===== src/design/event_ctrl_pkg.sv =====
// constants and carrier types for the two stage event controller
package event_ctrl_pkg;
    localparam int NUM_SRC   = 32;
    localparam int NUM_CLASS = 16;
    localparam int NUM_LVL   = 9;
    localparam int FIRST_GP  = 7;
    localparam int NUM_FIXED = 7;
    localparam int MASKABLE0 = 5;
    localparam int ASG_W     = 4;
    localparam int ASG_PER   = 8;
    localparam int NUM_ASG   = 4;
    localparam int AW        = 8;
    // register byte offsets
    localparam logic [7:0] OFF_LATCH  = 8'h00;
    localparam logic [7:0] OFF_MASK   = 8'h04;
    localparam logic [7:0] OFF_ACTIVE = 8'h08;
    localparam logic [7:0] OFF_GIE    = 8'h0c;
    localparam logic [7:0] OFF_SMASK  = 8'h10;
    localparam logic [7:0] OFF_SSTAT  = 8'h14;
    localparam logic [7:0] OFF_WAKE   = 8'h18;
    localparam logic [7:0] OFF_ASG0   = 8'h20;
    // reset values
    localparam logic [15:0] RST_CORE16 = 16'h0000;
    localparam logic [31:0] RST_WORD   = 32'h0000_0000;
    localparam logic [31:0] RST_ASG0   = 32'h0000_0000;
    localparam logic [31:0] RST_ASG1   = 32'h3332_2221;
    localparam logic [31:0] RST_ASG2   = 32'h5544_4443;
    localparam logic [31:0] RST_ASG3   = 32'h6660_0005;
    localparam logic [4:0]  NONE_CLASS = 5'h10;
    // carriers
    typedef struct packed {
        logic        psel;
        logic        penable;
        logic        pwrite;
        logic [2:0]  pprot;
        logic [7:0]  paddr;
        logic [31:0] pwdata;
    } apb_req_t;
    typedef struct packed {
        logic        pready;
        logic        pslverr;
        logic [31:0] prdata;
    } apb_rsp_t;
    typedef enum logic {SVC_IDLE, SVC_OFFER} svc_state_t;
endpackage


===== src/design/two_stage_event_controller.sv =====
// two stage event controller: source routing stage and core event stage
`timescale 1ns/1ps
`default_nettype none
module two_stage_event_controller #(
    parameter int N_SRC = event_ctrl_pkg::NUM_SRC
) (
    input  wire logic                     clk,
    input  wire logic                     reset_n,
    input  wire event_ctrl_pkg::apb_req_t apb_req,
    output var  event_ctrl_pkg::apb_rsp_t apb_rsp,
    input  wire logic [N_SRC-1:0]         src_irq,
    input  wire logic [6:0]               fixed_event,
    input  wire logic                     irq_on_instr,
    input  wire logic                     irq_off_instr,
    input  wire logic                     svc_accept,
    input  wire logic                     svc_return,
    input  wire logic                     core_idle,
    output logic                          svc_req,
    output logic [3:0]                    svc_class,
    output logic [15:0]                   active,
    output logic                          wake
);
    // lowest set bit index, NONE_CLASS when empty
    function automatic logic [4:0] first_set(input logic [15:0] v);
        logic [4:0] r;
        r = event_ctrl_pkg::NONE_CLASS;
        for (int i = 15; i >= 0; i--)
        begin
            if (v[i])
                r = 5'(i);
        end
        return r;
    endfunction

    ////////////////////////////////////////////////////////////////////
    // register state
    logic [15:0]      latch_q;
    logic [15:0]      mask_q;
    logic [15:0]      active_q;
    logic             gie_q;
    logic [N_SRC-1:0] smask_q;
    logic [N_SRC-1:0] wake_en_q;
    logic [15:0]      sw_sel;
    logic [31:0]      asg_q [event_ctrl_pkg::NUM_ASG];
    logic [N_SRC-1:0] src_q1;
    logic [N_SRC-1:0] src_q2;
    logic [8:0]       lvl_d;
    logic [8:0]       lvl_q;
    logic [8:0]       lvl_prev_q;
    logic [8:0]       gp_edge;
    logic [15:0]      set_vec;
    logic [15:0]      enable;
    logic [4:0]       cand;
    logic [4:0]       cur;
    logic             ack_fire;
    logic [15:0]      ack_vec;
    logic [15:0]      rtn_vec;
    event_ctrl_pkg::svc_state_t svc_state_q;
    logic             svc_req_q;
    logic [3:0]       svc_class_q;
    logic             wake_q;
    event_ctrl_pkg::apb_rsp_t rsp_q;

    ////////////////////////////////////////////////////////////////////
    // apb decode
    logic       acc;
    logic       wr_fire;
    logic       priv;
    logic       core_reg;
    logic       bad;
    logic [7:0] addr;
    logic [2:0] asg_idx;
    logic [7:0] asg_off;
    logic       asg_hit;
    logic [31:0] rd_val;

    assign acc      = apb_req.psel && apb_req.penable;
    assign wr_fire  = acc && rsp_q.pready && apb_req.pwrite && !rsp_q.pslverr;
    assign priv     = apb_req.pprot[0];
    assign addr     = apb_req.paddr;
    assign asg_off  = addr - event_ctrl_pkg::OFF_ASG0;
    assign asg_idx  = 3'(asg_off >> 2);
    // bounded window: no alias of higher offsets onto the assignment registers
    assign asg_hit  = (addr >= event_ctrl_pkg::OFF_ASG0) && (asg_off < 8'(event_ctrl_pkg::NUM_ASG * 4))
                      && (addr[1:0] == 2'b00);
    assign core_reg = (addr == event_ctrl_pkg::OFF_MASK) || (addr == event_ctrl_pkg::OFF_ACTIVE);

    always_comb
    begin
        rd_val = event_ctrl_pkg::RST_WORD;
        bad    = 1'b0;
        case (addr)
            event_ctrl_pkg::OFF_LATCH:  rd_val = {16'h0000, latch_q};
            event_ctrl_pkg::OFF_MASK:   rd_val = {16'h0000, mask_q};
            event_ctrl_pkg::OFF_ACTIVE: rd_val = {16'h0000, active_q};
            event_ctrl_pkg::OFF_GIE:    rd_val = {31'h0000_0000, gie_q};
            event_ctrl_pkg::OFF_SMASK:  rd_val = 32'(smask_q);
            event_ctrl_pkg::OFF_SSTAT:  rd_val = 32'(src_q2);
            event_ctrl_pkg::OFF_WAKE:   rd_val = 32'(wake_en_q);
            default:
            begin
                if (asg_hit)
                    rd_val = asg_q[asg_idx[1:0]];
                else
                    bad = 1'b1;
            end
        endcase
        if (core_reg && !priv)
            bad = 1'b1;
        if (!bad && apb_req.pwrite && (addr == event_ctrl_pkg::OFF_ACTIVE ||
            addr == event_ctrl_pkg::OFF_SSTAT || addr == event_ctrl_pkg::OFF_GIE))
            bad = 1'b1;
    end

    // one wait state per transfer
    always_ff @(posedge clk or negedge reset_n)
    begin
        if (!reset_n)
            rsp_q <= '0;
        else if (acc && !rsp_q.pready)
        begin
            rsp_q.pready  <= 1'b1;
            rsp_q.pslverr <= bad;
            rsp_q.prdata  <= (bad || apb_req.pwrite) ? event_ctrl_pkg::RST_WORD : rd_val;
        end
        else
            rsp_q <= '0;
    end
    assign apb_rsp = rsp_q;

    ////////////////////////////////////////////////////////////////////
    // routing stage
    always_ff @(posedge clk or negedge reset_n)
    begin
        if (!reset_n)
        begin
            src_q1 <= '0;
            src_q2 <= '0;
        end
        else
        begin
            src_q1 <= src_irq;
            src_q2 <= src_q1;
        end
    end

    always_ff @(posedge clk or negedge reset_n)
    begin
        if (!reset_n)
        begin
            smask_q   <= '0;
            wake_en_q <= '0;
            asg_q[0]  <= event_ctrl_pkg::RST_ASG0;
            asg_q[1]  <= event_ctrl_pkg::RST_ASG1;
            asg_q[2]  <= event_ctrl_pkg::RST_ASG2;
            asg_q[3]  <= event_ctrl_pkg::RST_ASG3;
        end
        else if (wr_fire)
        begin
            if (addr == event_ctrl_pkg::OFF_SMASK)
                smask_q <= apb_req.pwdata[N_SRC-1:0];
            if (addr == event_ctrl_pkg::OFF_WAKE)
                wake_en_q <= apb_req.pwdata[N_SRC-1:0];
            if (asg_hit)
                asg_q[asg_idx[1:0]] <= apb_req.pwdata;
        end
    end

    // level drive from unmasked assigned sources
    always_comb
    begin
        logic [3:0] id;
        id    = 4'h0;
        lvl_d = '0;
        for (int s = 0; s < N_SRC; s++)
        begin
            id = asg_q[s / event_ctrl_pkg::ASG_PER][(s % event_ctrl_pkg::ASG_PER) * 4 +: 4];
            if (src_q2[s] && smask_q[s] && id < 4'(event_ctrl_pkg::NUM_LVL))
                lvl_d[id] = 1'b1;
        end
    end

    // wake while idle, released once a class 7 to 15 event is active
    always_ff @(posedge clk or negedge reset_n)
    begin
        if (!reset_n)
            wake_q <= 1'b0;
        else
            wake_q <= core_idle && |(src_q2 & wake_en_q) && !(|active_q[15:7]);
    end

    ////////////////////////////////////////////////////////////////////
    // core stage: edge detect over two cycles
    always_ff @(posedge clk or negedge reset_n)
    begin
        if (!reset_n)
        begin
            lvl_q      <= '0;
            lvl_prev_q <= '0;
        end
        else
        begin
            lvl_q      <= lvl_d;
            lvl_prev_q <= lvl_q;
        end
    end
    assign gp_edge = lvl_q & ~lvl_prev_q;
    assign set_vec = {gp_edge, fixed_event};

    assign ack_fire = svc_req_q && svc_accept;
    assign ack_vec  = ack_fire ? (16'h0001 << svc_class_q) : 16'h0000;
    assign cur      = first_set(active_q);
    assign rtn_vec  = (svc_return && cur != event_ctrl_pkg::NONE_CLASS) ? (16'h0001 << cur[3:0]) : 16'h0000;

    // latch: software writes only masked bits, hardware set wins
    assign sw_sel = (wr_fire && addr == event_ctrl_pkg::OFF_LATCH) ? ~mask_q : 16'h0000;
    always_ff @(posedge clk or negedge reset_n)
    begin
        if (!reset_n)
            latch_q <= event_ctrl_pkg::RST_CORE16;
        else
            latch_q <= (((latch_q & ~sw_sel) | (apb_req.pwdata[15:0] & sw_sel)) & ~ack_vec)
                       | set_vec;
    end

    always_ff @(posedge clk or negedge reset_n)
    begin
        if (!reset_n)
            mask_q <= event_ctrl_pkg::RST_CORE16;
        else if (wr_fire && addr == event_ctrl_pkg::OFF_MASK)
            mask_q <= apb_req.pwdata[15:0];
    end

    always_ff @(posedge clk or negedge reset_n)
    begin
        if (!reset_n)
            gie_q <= 1'b0;
        else if (irq_on_instr)
            gie_q <= 1'b1;
        else if (irq_off_instr)
            gie_q <= 1'b0;
    end

    always_ff @(posedge clk or negedge reset_n)
    begin
        if (!reset_n)
            active_q <= event_ctrl_pkg::RST_CORE16;
        else
            active_q <= (active_q & ~rtn_vec) | ack_vec;
    end

    // classes below MASKABLE0 are never masked
    always_comb
    begin
        enable = mask_q;
        enable[event_ctrl_pkg::MASKABLE0-1:0] = '1;
        if (!gie_q)
            enable[15:7] = '0;
    end
    assign cand = first_set(latch_q & enable);

    // offer of the best event to the sequencer
    always_ff @(posedge clk or negedge reset_n)
    begin
        if (!reset_n)
        begin
            svc_state_q <= event_ctrl_pkg::SVC_IDLE;
            svc_req_q   <= 1'b0;
            svc_class_q <= 4'h0;
        end
        else
        begin
            case (svc_state_q)
                event_ctrl_pkg::SVC_IDLE:
                begin
                    if (cand != event_ctrl_pkg::NONE_CLASS && cand < cur)
                    begin
                        svc_state_q <= event_ctrl_pkg::SVC_OFFER;
                        svc_req_q   <= 1'b1;
                        svc_class_q <= cand[3:0];
                    end
                end
                event_ctrl_pkg::SVC_OFFER:
                begin
                    if (ack_fire || !(latch_q[svc_class_q] && enable[svc_class_q]))
                    begin
                        svc_state_q <= event_ctrl_pkg::SVC_IDLE;
                        svc_req_q   <= 1'b0;
                    end
                end
                default:
                begin
                    svc_state_q <= event_ctrl_pkg::SVC_IDLE;
                    svc_req_q   <= 1'b0;
                end
            endcase
        end
    end

    assign svc_req   = svc_req_q;
    assign svc_class = svc_class_q;
    assign active    = active_q;
    assign wake      = wake_q;
endmodule
`default_nettype wire


===== config.mk =====
export PLATFORM = sky130hd
export DESIGN_NAME = two_stage_event_controller
export DESIGN_NICKNAME = d
export VERILOG_FILES = /design/src/design/event_ctrl_pkg.sv /design/src/design/two_stage_event_controller.sv
export SDC_FILE = /design/constraint.sdc
export NUM_CORES = 1
export LEC_CHECK = 0
export BUFFER_PORTS_ARGS = -buffer_cell sky130_fd_sc_hd__buf_4
export CAP_MARGIN = 20
export CORE_MARGIN = 3
export CORE_UTILIZATION = 53
export DETAILED_ROUTE_END_ITERATION = 10
export PLACE_DENSITY_LB_ADDON = 0.15
export SKIP_CTS_REPAIR_TIMING = 1
export SLEW_MARGIN = 20
export SYNTH_ARGS = -nofsm -noshare
export SYNTH_HDL_FRONTEND = slang
export SYNTH_SLANG_ARGS = --single-unit

===== constraint.sdc =====
create_clock -name clk -period 3.35 [get_ports clk]
set_input_delay 0.67 -clock clk [delete_from_list [all_inputs] [get_ports clk]]
set_output_delay 0.67 -clock clk [all_outputs]
set_load 0.02 [all_outputs]

==> results of run 1 <==
## Yosys cell counts (all sizes together) (14+ instances only)
cell type | count | area, um^2
dfrtp | 334 | 8360
mux2 | 211 | 2380
nor2 | 131 | 494
nand2 | 122 | 458
nor3 | 76 | 397
nand3 | 67 | 335
a22oi | 66 | 495
clkbuf | 58 | 220
inv | 41 | 154
buf | 38 | 231
mux4 | 35 | 788
mux2i | 34 | 340
nand4 | 32 | 200
o21ai | 32 | 160
dfstp | 30 | 788
nand3b | 30 | 225
nor4 | 30 | 218
a31oi | 28 | 350
o22ai | 27 | 169
nand2b | 22 | 138
nor3b | 21 | 158
nand4b | 18 | 158
a21o | 15 | 113
a222oi | 15 | 150
a21oi | 14 | 70.1
## path summary, 6_finish.rpt
check / start / end / slack [ns] / cells past startpoint
max: latch_q[14] / svc_class[1] / 0.24 / 11
min: reset_n / apb_rsp[3] / 0.06 / 1
max reg2reg: latch_q[14] / svc_class[1] / 0.24 / 11
min reg2reg: src_q1[29] / src_q2[29] / 0.34 / 0
max in group asynchronous: reset_n / asg_q[21] / 2.34 / 2
min in group clk: src_irq[24] / src_q1[24] / 0.19 / 1
## power by group
group	internal [W]	switching [W]
Sequential	0.00450	0.000172
Combinational	0.000426	0.000705
Clock	0.00239	0.00184
## critical path, delay by kind of cell (launching register included)
family                     cells  cell delay [ns]
AOI/OAI and AO/OA              7             1.61
DFF                            1             0.41
adders and majority gates      1             0.38
muxes                          1             0.33
and+or+nand+nor                2             0.24
## flip-flops by register name, summed over array words and instances, names as in the netlist
name         flops
src_q2          32
svc_class        4
src_q1          32
gie_q            1
wake_en_q       32
smask_q         32
asg_q          128
mask_q          16
latch_q         16
lvl_q            9
svc_req          1
lvl_prev_q       9
active          16
apb_rsp         34
wake             1
svc_state_q      1
## layer usage
| layer | up-vias | global-route usage |
|---|---|---|
| li1 | 6691 | - |
| met1 | 8073 | 0.517 |
| met2 | 1049 | 0.599 |
| met3 | 253 | 0.100 |
| met4 | 0 | 0.207 |
| met5 | - | 0 |
## stage by stage
stage	cells	instance area (um^2)	setup WS (ns)	utilization	power, W
finish	2306	21800	0.241	0.627	0.0100
global placement	2238	20600	0.252	0.591	0.00582
floorplan	1684	18900	0.295	-	0.00527
CTS	2306	21800	0.197	0.627	0.0100
detailed placement	2238	20600	0.208	0.591	0.00585
global route	2306	21800	0.120	0.627	0.0103
## final cells by class
class                   instances  area [um^2]  area share
clock buffers                  53         1100      0.0503
repair buffers                195         1570      0.0720
clock inverters                15          153     0.00699
multi-input cells            1183         9150       0.419
inverters                      41          154     0.00705
flip-flops and latches        364         9150       0.419
well taps                     455          569      0.0261
## kinds of logic after synthesis
logic type	count (synthesis)
adders and majority gates	5
buffers and inverters	137
xor gates and xnor gates	1
and+or+nand+nor	598
muxes	280
DFF	364
AOI/OAI and AO/OA	299
==> key figures, run 1 <==
Yosys
  – Number of synthesized flops with an enable pin: 0
  – Primary FF master, synth: dfrtp_1
  – Largest family of logic cells by synthesized area: multiplexers
  – Avg Synthesized Cell Area: 11.2 um^2
  – Syn Nets: 1781
  – Synth cell types: 78
  – Async set-reset flop share out of synthesis: 1.00
  – Synthesis-stage register bit count: 364
  – Post-synthesis sequential area ratio: 0.485
  – Adder-Cell Fraction of Synth Area: 0.00332
  – Post-synthesis mux area share: 0.186
  – Synth Area in Simple Gates: 0.167
  – Yosys Warn Count: 0
  – Cells after Synth: 1684
  – Xor/xnor share of the synthesized area: 0.000464
  – Mapped cell area: 18900 um^2
  – Synth Area in Compound Gates: 0.126

Floorplan
  – # rows: 68
  – I/O pin count: 148
  – Initial Util: 0.542
  – Die footprint: 37900 um^2
  – Die width: 195 um
  – Die Height: 195 um
  – Core box area: 34800 um^2

Critical path
  – Setup crit end kind: flop
  – Slowest cell on crit path: dfrtp_1
  – Crit-path max FO: 5
  – Req. time, crit path: 3.81 ns
  – CP dominant cell by count: a21o_1
  – Worst setup SP type: flop
  – Crit-path max cell delay: 0.41 ns
  – Crit Path Class: flop to flop
  – Worst Path Arrival: 3.57 ns
  – CP cell instances: a22oi_1, a31oi_1, nand3_1, a41oi_1, ha_1, a21o_1, a21o_1, a211o_1, nor2_1, o211ai_1, mux2_2

Drt
  – Remaining antenna violation count after routing: 0
  – Initial DRT Pass Iterations: 8
  – Top layer reached by signal wires: met4
  – Post-Route M1 WL: 28700 um
  – Vias per cell: 6.97
  – Via count: 16.1k
  – DRC viols: 0
  – Met3 routed WL: 7990 um
  – Drt initial violations: 1837
  – Drt total wl: 74900 um
  – Met2 WL: 33300 um
  – Wire per inst: 32.5 um

STA
  – Period utilisation layout: 0.928
  – Setup repair after global routing missed its margin: no
  – Fin Hold WS: 0.0630 ns
  – Accumulated negative setup slack: 0 ns
  – Worst-margin pin slew: 1.15 ns
  – Slew Limit Headroom: 0.234
  – Final Slew Violations: 0
  – Clock Skew: 0.0180 ns
  – Fmax: 0.322 GHz
  – Tmin final: 3.11 ns
  – Final Hold Viols: 0
  – Setup violators final: 0

GRT
  – Largest net degree at the start of global routing: 80
  – Initial antenna violation count: 0
  – Tot GR Track Use: 0.391
  – First-pass GRT wire length: 109000 um
  – GRT overflow: 0
  – Number of global-route vias before repair: 15.8k

Final layout
  – Number of fill cells: 2758
  – Final nets: 1920
  – Commonest non-fill, non-tap cells in the layout: dfrtp_1 (334), mux2_2 (208), buf_4 (186)
  – Ant diodes: 0
  – Area growth, synth to finish: 15.7%
  – Commonest non-fill, non-tap cell in the layout: dfrtp_1
  – Share of layout cells above drive strength 1: 0.304

Clocking
  – H-tree levels: 2
  – CTS Sinks: 364
  – Clk Latency, worst-skew pair: 0.58 ns
  – Clock Path Buffers: 3
  – Clk pin slew, worst setup/hold paths: 0.06 ns
  – TritonCTS clock tree: done
  – CTS buffer count: 38
  – CTS root buffer: clkbuf_16

Power
  – Leakage: 9.50 nW
  – Peak supply drop: 484 uV
  – Pwr Density: 459 nW/um^2

Job
  – Max Cap Viol: 0

Placed design
  – RD Place Congestion: 1.11
  – Port buffer count: 145
  – DP Wirelength: 57300 um

Worst hold path
  – Hold Path Class: primary input to asynchronous set/reset pin

Run status
  – Status: finished, final reports clean
Power figures use the tool's default switching activity.
==> run 2, diff against run 1 <==
- ABC_AREA: not set -> 1
- CTS_CLUSTER_SIZE: not set -> 24
- clock period: 3.35 -> 3.05 ns (I/O delays scaled with it)
==> run 2 against run 1 <==
  * Hold slack worse by 0.026 ns
  * Die area up 0.27%
  * Register-to-register slack lost 0.19 ns
  * Clock power is 30% higher
  * Synthesized cell count increased by 39%
  * Worst setup slack lost 0.19 ns
  * First-iteration DRC count grew 62%
  * Clock-buffer cell count rose by 3
  * Sequential share of layout area down 0.82 points
  * Non-clock buffer count increased by 8
  * Total power rose by 15%
  * Sequential power up 8.4%
==> key figures, run 2 <==
Drt
  – Vias per cell: 6.54
  – DRC viols: 0
  – Via count: 19.6k
  – Drt initial violations: 2985
  – Wire per inst: 27.3 um
  – Initial DRT Pass Iterations: 7
  – Drt total wl: 81700 um
  – Remaining antenna violation count after routing: 0

Yosys
  – Post-synthesis sequential area ratio: 0.483
  – Primary FF master, synth: dfrtp_1
  – Syn Nets: 2440
  – Mapped cell area: 18900 um^2
  – Cell taking the most area after synthesis: dfrtp_1
  – Synthesis-stage register bit count: 364
  – Async set-reset flop share out of synthesis: 1.00
  – Yosys Warn Count: 0
  – Post-synth top area share: 0.442
  – Cells after Synth: 2343
  – Count leader, synth: nand2_1
  – Number of synthesized flops with an enable pin: 0
  – Synth area leaders: dfrtp_1 (44%), nand2_1 (10%), o21ai_0 (8.1%)
  – Avg Synthesized Cell Area: 8.08 um^2
  – Synth cell types: 62
  – Most instantiated cells after synthesis: nand2_1 (513), dfrtp_1 (334), inv_1 (313)

Power
  – Pwr Density: 517 nW/um^2
  – Leakage: 9.80 nW
  – Clk pwr share: 0.475
  – Combinational Power Share: 0.085
  – Internal cell power: 0.00864 W
  – Sw Share: 0.250
  – Sequential share of power: 0.440
  – Net switching power: 0.00288 W
  – Peak supply drop: 588 uV

Floorplan
  – Die Height: 195 um
  – # rows: 68
  – Core box area: 34900 um^2
  – Die footprint: 38000 um^2
  – Die width: 195 um
  – I/O pin count: 148
  – Initial Util: 0.542

Clocking
  – Clk Latency, worst-skew pair: 0.57 ns
  – CTS Sinks: 364
  – CTS buffer count: 39
  – Clock Path Buffers: 3
  – H-tree levels: 2
  – Clk pin slew, worst setup/hold paths: 0.06 ns
  – TritonCTS clock tree: done
  – CTS root buffer: clkbuf_16

Final layout
  – Commonest non-fill, non-tap cell in the layout: nand2_1
  – Final nets: 2604
  – Share of layout cells above drive strength 1: 0.149
  – Max reg flops: 128
  – Area growth, synth to finish: 17.7%
  – Post-layout util: 0.639
  – Final Cell Area: 22300 um^2
  – Number of fill cells: 2906
  – Commonest non-fill, non-tap cells in the layout: nand2_1 (513), dfrtp_1 (333), inv_1 (313)
  – Top reg by flops: asg_q

Job
  – Max Cap Viol: 0

STA
  – Fmax: 0.333 GHz
  – Accumulated negative setup slack: 0 ns
  – Setup violators final: 0
  – Tmin final: 3.00 ns
  – Final Slew Violations: 0
  – Slew Limit Headroom: 0.323
  – Clock Skew: 0.0220 ns
  – Period utilisation layout: 0.984
  – Worst-margin pin slew: 1.00 ns
  – Final Hold Viols: 0

GRT
  – Tot GR Track Use: 0.422
  – Initial antenna violation count: 2
  – GRT overflow: 0
  – Largest net degree at the start of global routing: 82
  – First-pass GRT wire length: 120000 um
  – Number of global-route vias before repair: 18.7k

Critical path
  – Req. time, crit path: 3.52 ns
  – Crit Path Class: flop to flop
  – Worst Path Arrival: 3.47 ns
  – Worst setup SP type: flop
  – Setup crit end kind: flop
  – Crit-path max FO: 6

Placed design
  – DP Area: 20800 um^2
  – DP Wirelength: 62700 um
  – Port buffer count: 145
  – RD Place Congestion: 1.07

Worst hold path
  – Hold Path Class: primary input to asynchronous set/reset pin

Run status
  – Status: finished, final reports clean
## run 2: cell types whose count changed after synthesis, sizes merged, moves of 32 or more
cell,before,now
a21oi,14,46
o21ai,32,314
nor2,131,191
nand4,32,87
mux2i,34,0
a22oi,66,1
nand2,122,520
o22ai,27,84
mux4,35,0
inv,41,324
mux2,211,0
a221oi,5,76
## run 2: kinds of logic (layout without fill, tap and decap cells)
family          count (synthesis)  in the layout  synth area share
simple gates                  957            957             0.223
compound gates                612            612             0.207
buf+inv                       404            598            0.0828
flops                         364            364             0.483
fa+ha+maj                       5              5           0.00331
xor+xnor                        1              1          0.000463
other cells                     0              1                 0
## run 2: layout make-up
cell class	instances	area (um^2)	area share
antenna	1	2.50	0.000112
inverter	324	1220	0.0546
multi-input combinational	1575	8240	0.370
tap	455	569	0.0256
clock inverter	15	300	0.0135
sequential	364	9150	0.411
timing repair buffer	203	1620	0.0727
clock buffer	56	1180	0.0530
## run 2: worst max-delay path, cell delays in order (launching register included)
cell and delay [ns]:
dfrtp_1 0.38, inv_1 0.22, nand2_1 0.22, o21ai_0 0.73, nand3_1 0.31, buf_4 0.25
nor4_1 0.39, a2111oi_0 0.16, nand4_1 0.24
## run 2: metal layers
metal | GRT usage | vias to the layer above | routed length, um
li1 | - | 8389 | -
met1 | 0.562 | 9416 | 30900
met2 | 0.632 | 1455 | 35500
met3 | 0.0978 | 302 | 9450
met4 | 0.248 | 0 | 5880
met5 | 0 | - | 0
## run 2: power groups by stage
stage / registers (W) / logic (W) / clock network, W
detailed placement: 0.00514 / 0.000950 / 0
finish: 0.00506 / 0.000977 / 0.00548
global route: 0.00507 / 0.00106 / 0.00568
CTS: 0.00506 / 0.000957 / 0.00548
global placement: 0.00514 / 0.000925 / 0
floorplan: 0.00513 / 0.000443 / 0
## run 2: final timing paths
| check | from | to | slack, ns | cells after the start |
|---|---|---|---|---|
| min in group clk | src_irq[10] | src_q1[10] | 0.14 | 1 |
| max reg2reg | asg_q[116] | lvl_q[1] | 0.05 | 8 |
| max in group asynchronous | reset_n | asg_q[26] | 2.11 | 2 |
| max | asg_q[116] | lvl_q[1] | 0.05 | 8 |
| min reg2reg | src_q1[28] | src_q2[28] | 0.35 | 0 |
| min | reset_n | latch_q[7] | 0.04 | 1 |
## run 2: metrics by stage
step	std cells	hold slack [ns]	power, W	setup WS, ns
4_1_cts	2991	0.0737	0.0115	0.0686
3_5_place_dp	2920	0.336	0.00609	0.0950
6_report	2993	0.0371	0.0115	0.0502
5_1_grt	2992	0.0861	0.0118	-0.00916
2_1_floorplan	2343	0.314	0.00558	0.297
3_3_place_gp	2920	0.331	0.00606	0.192
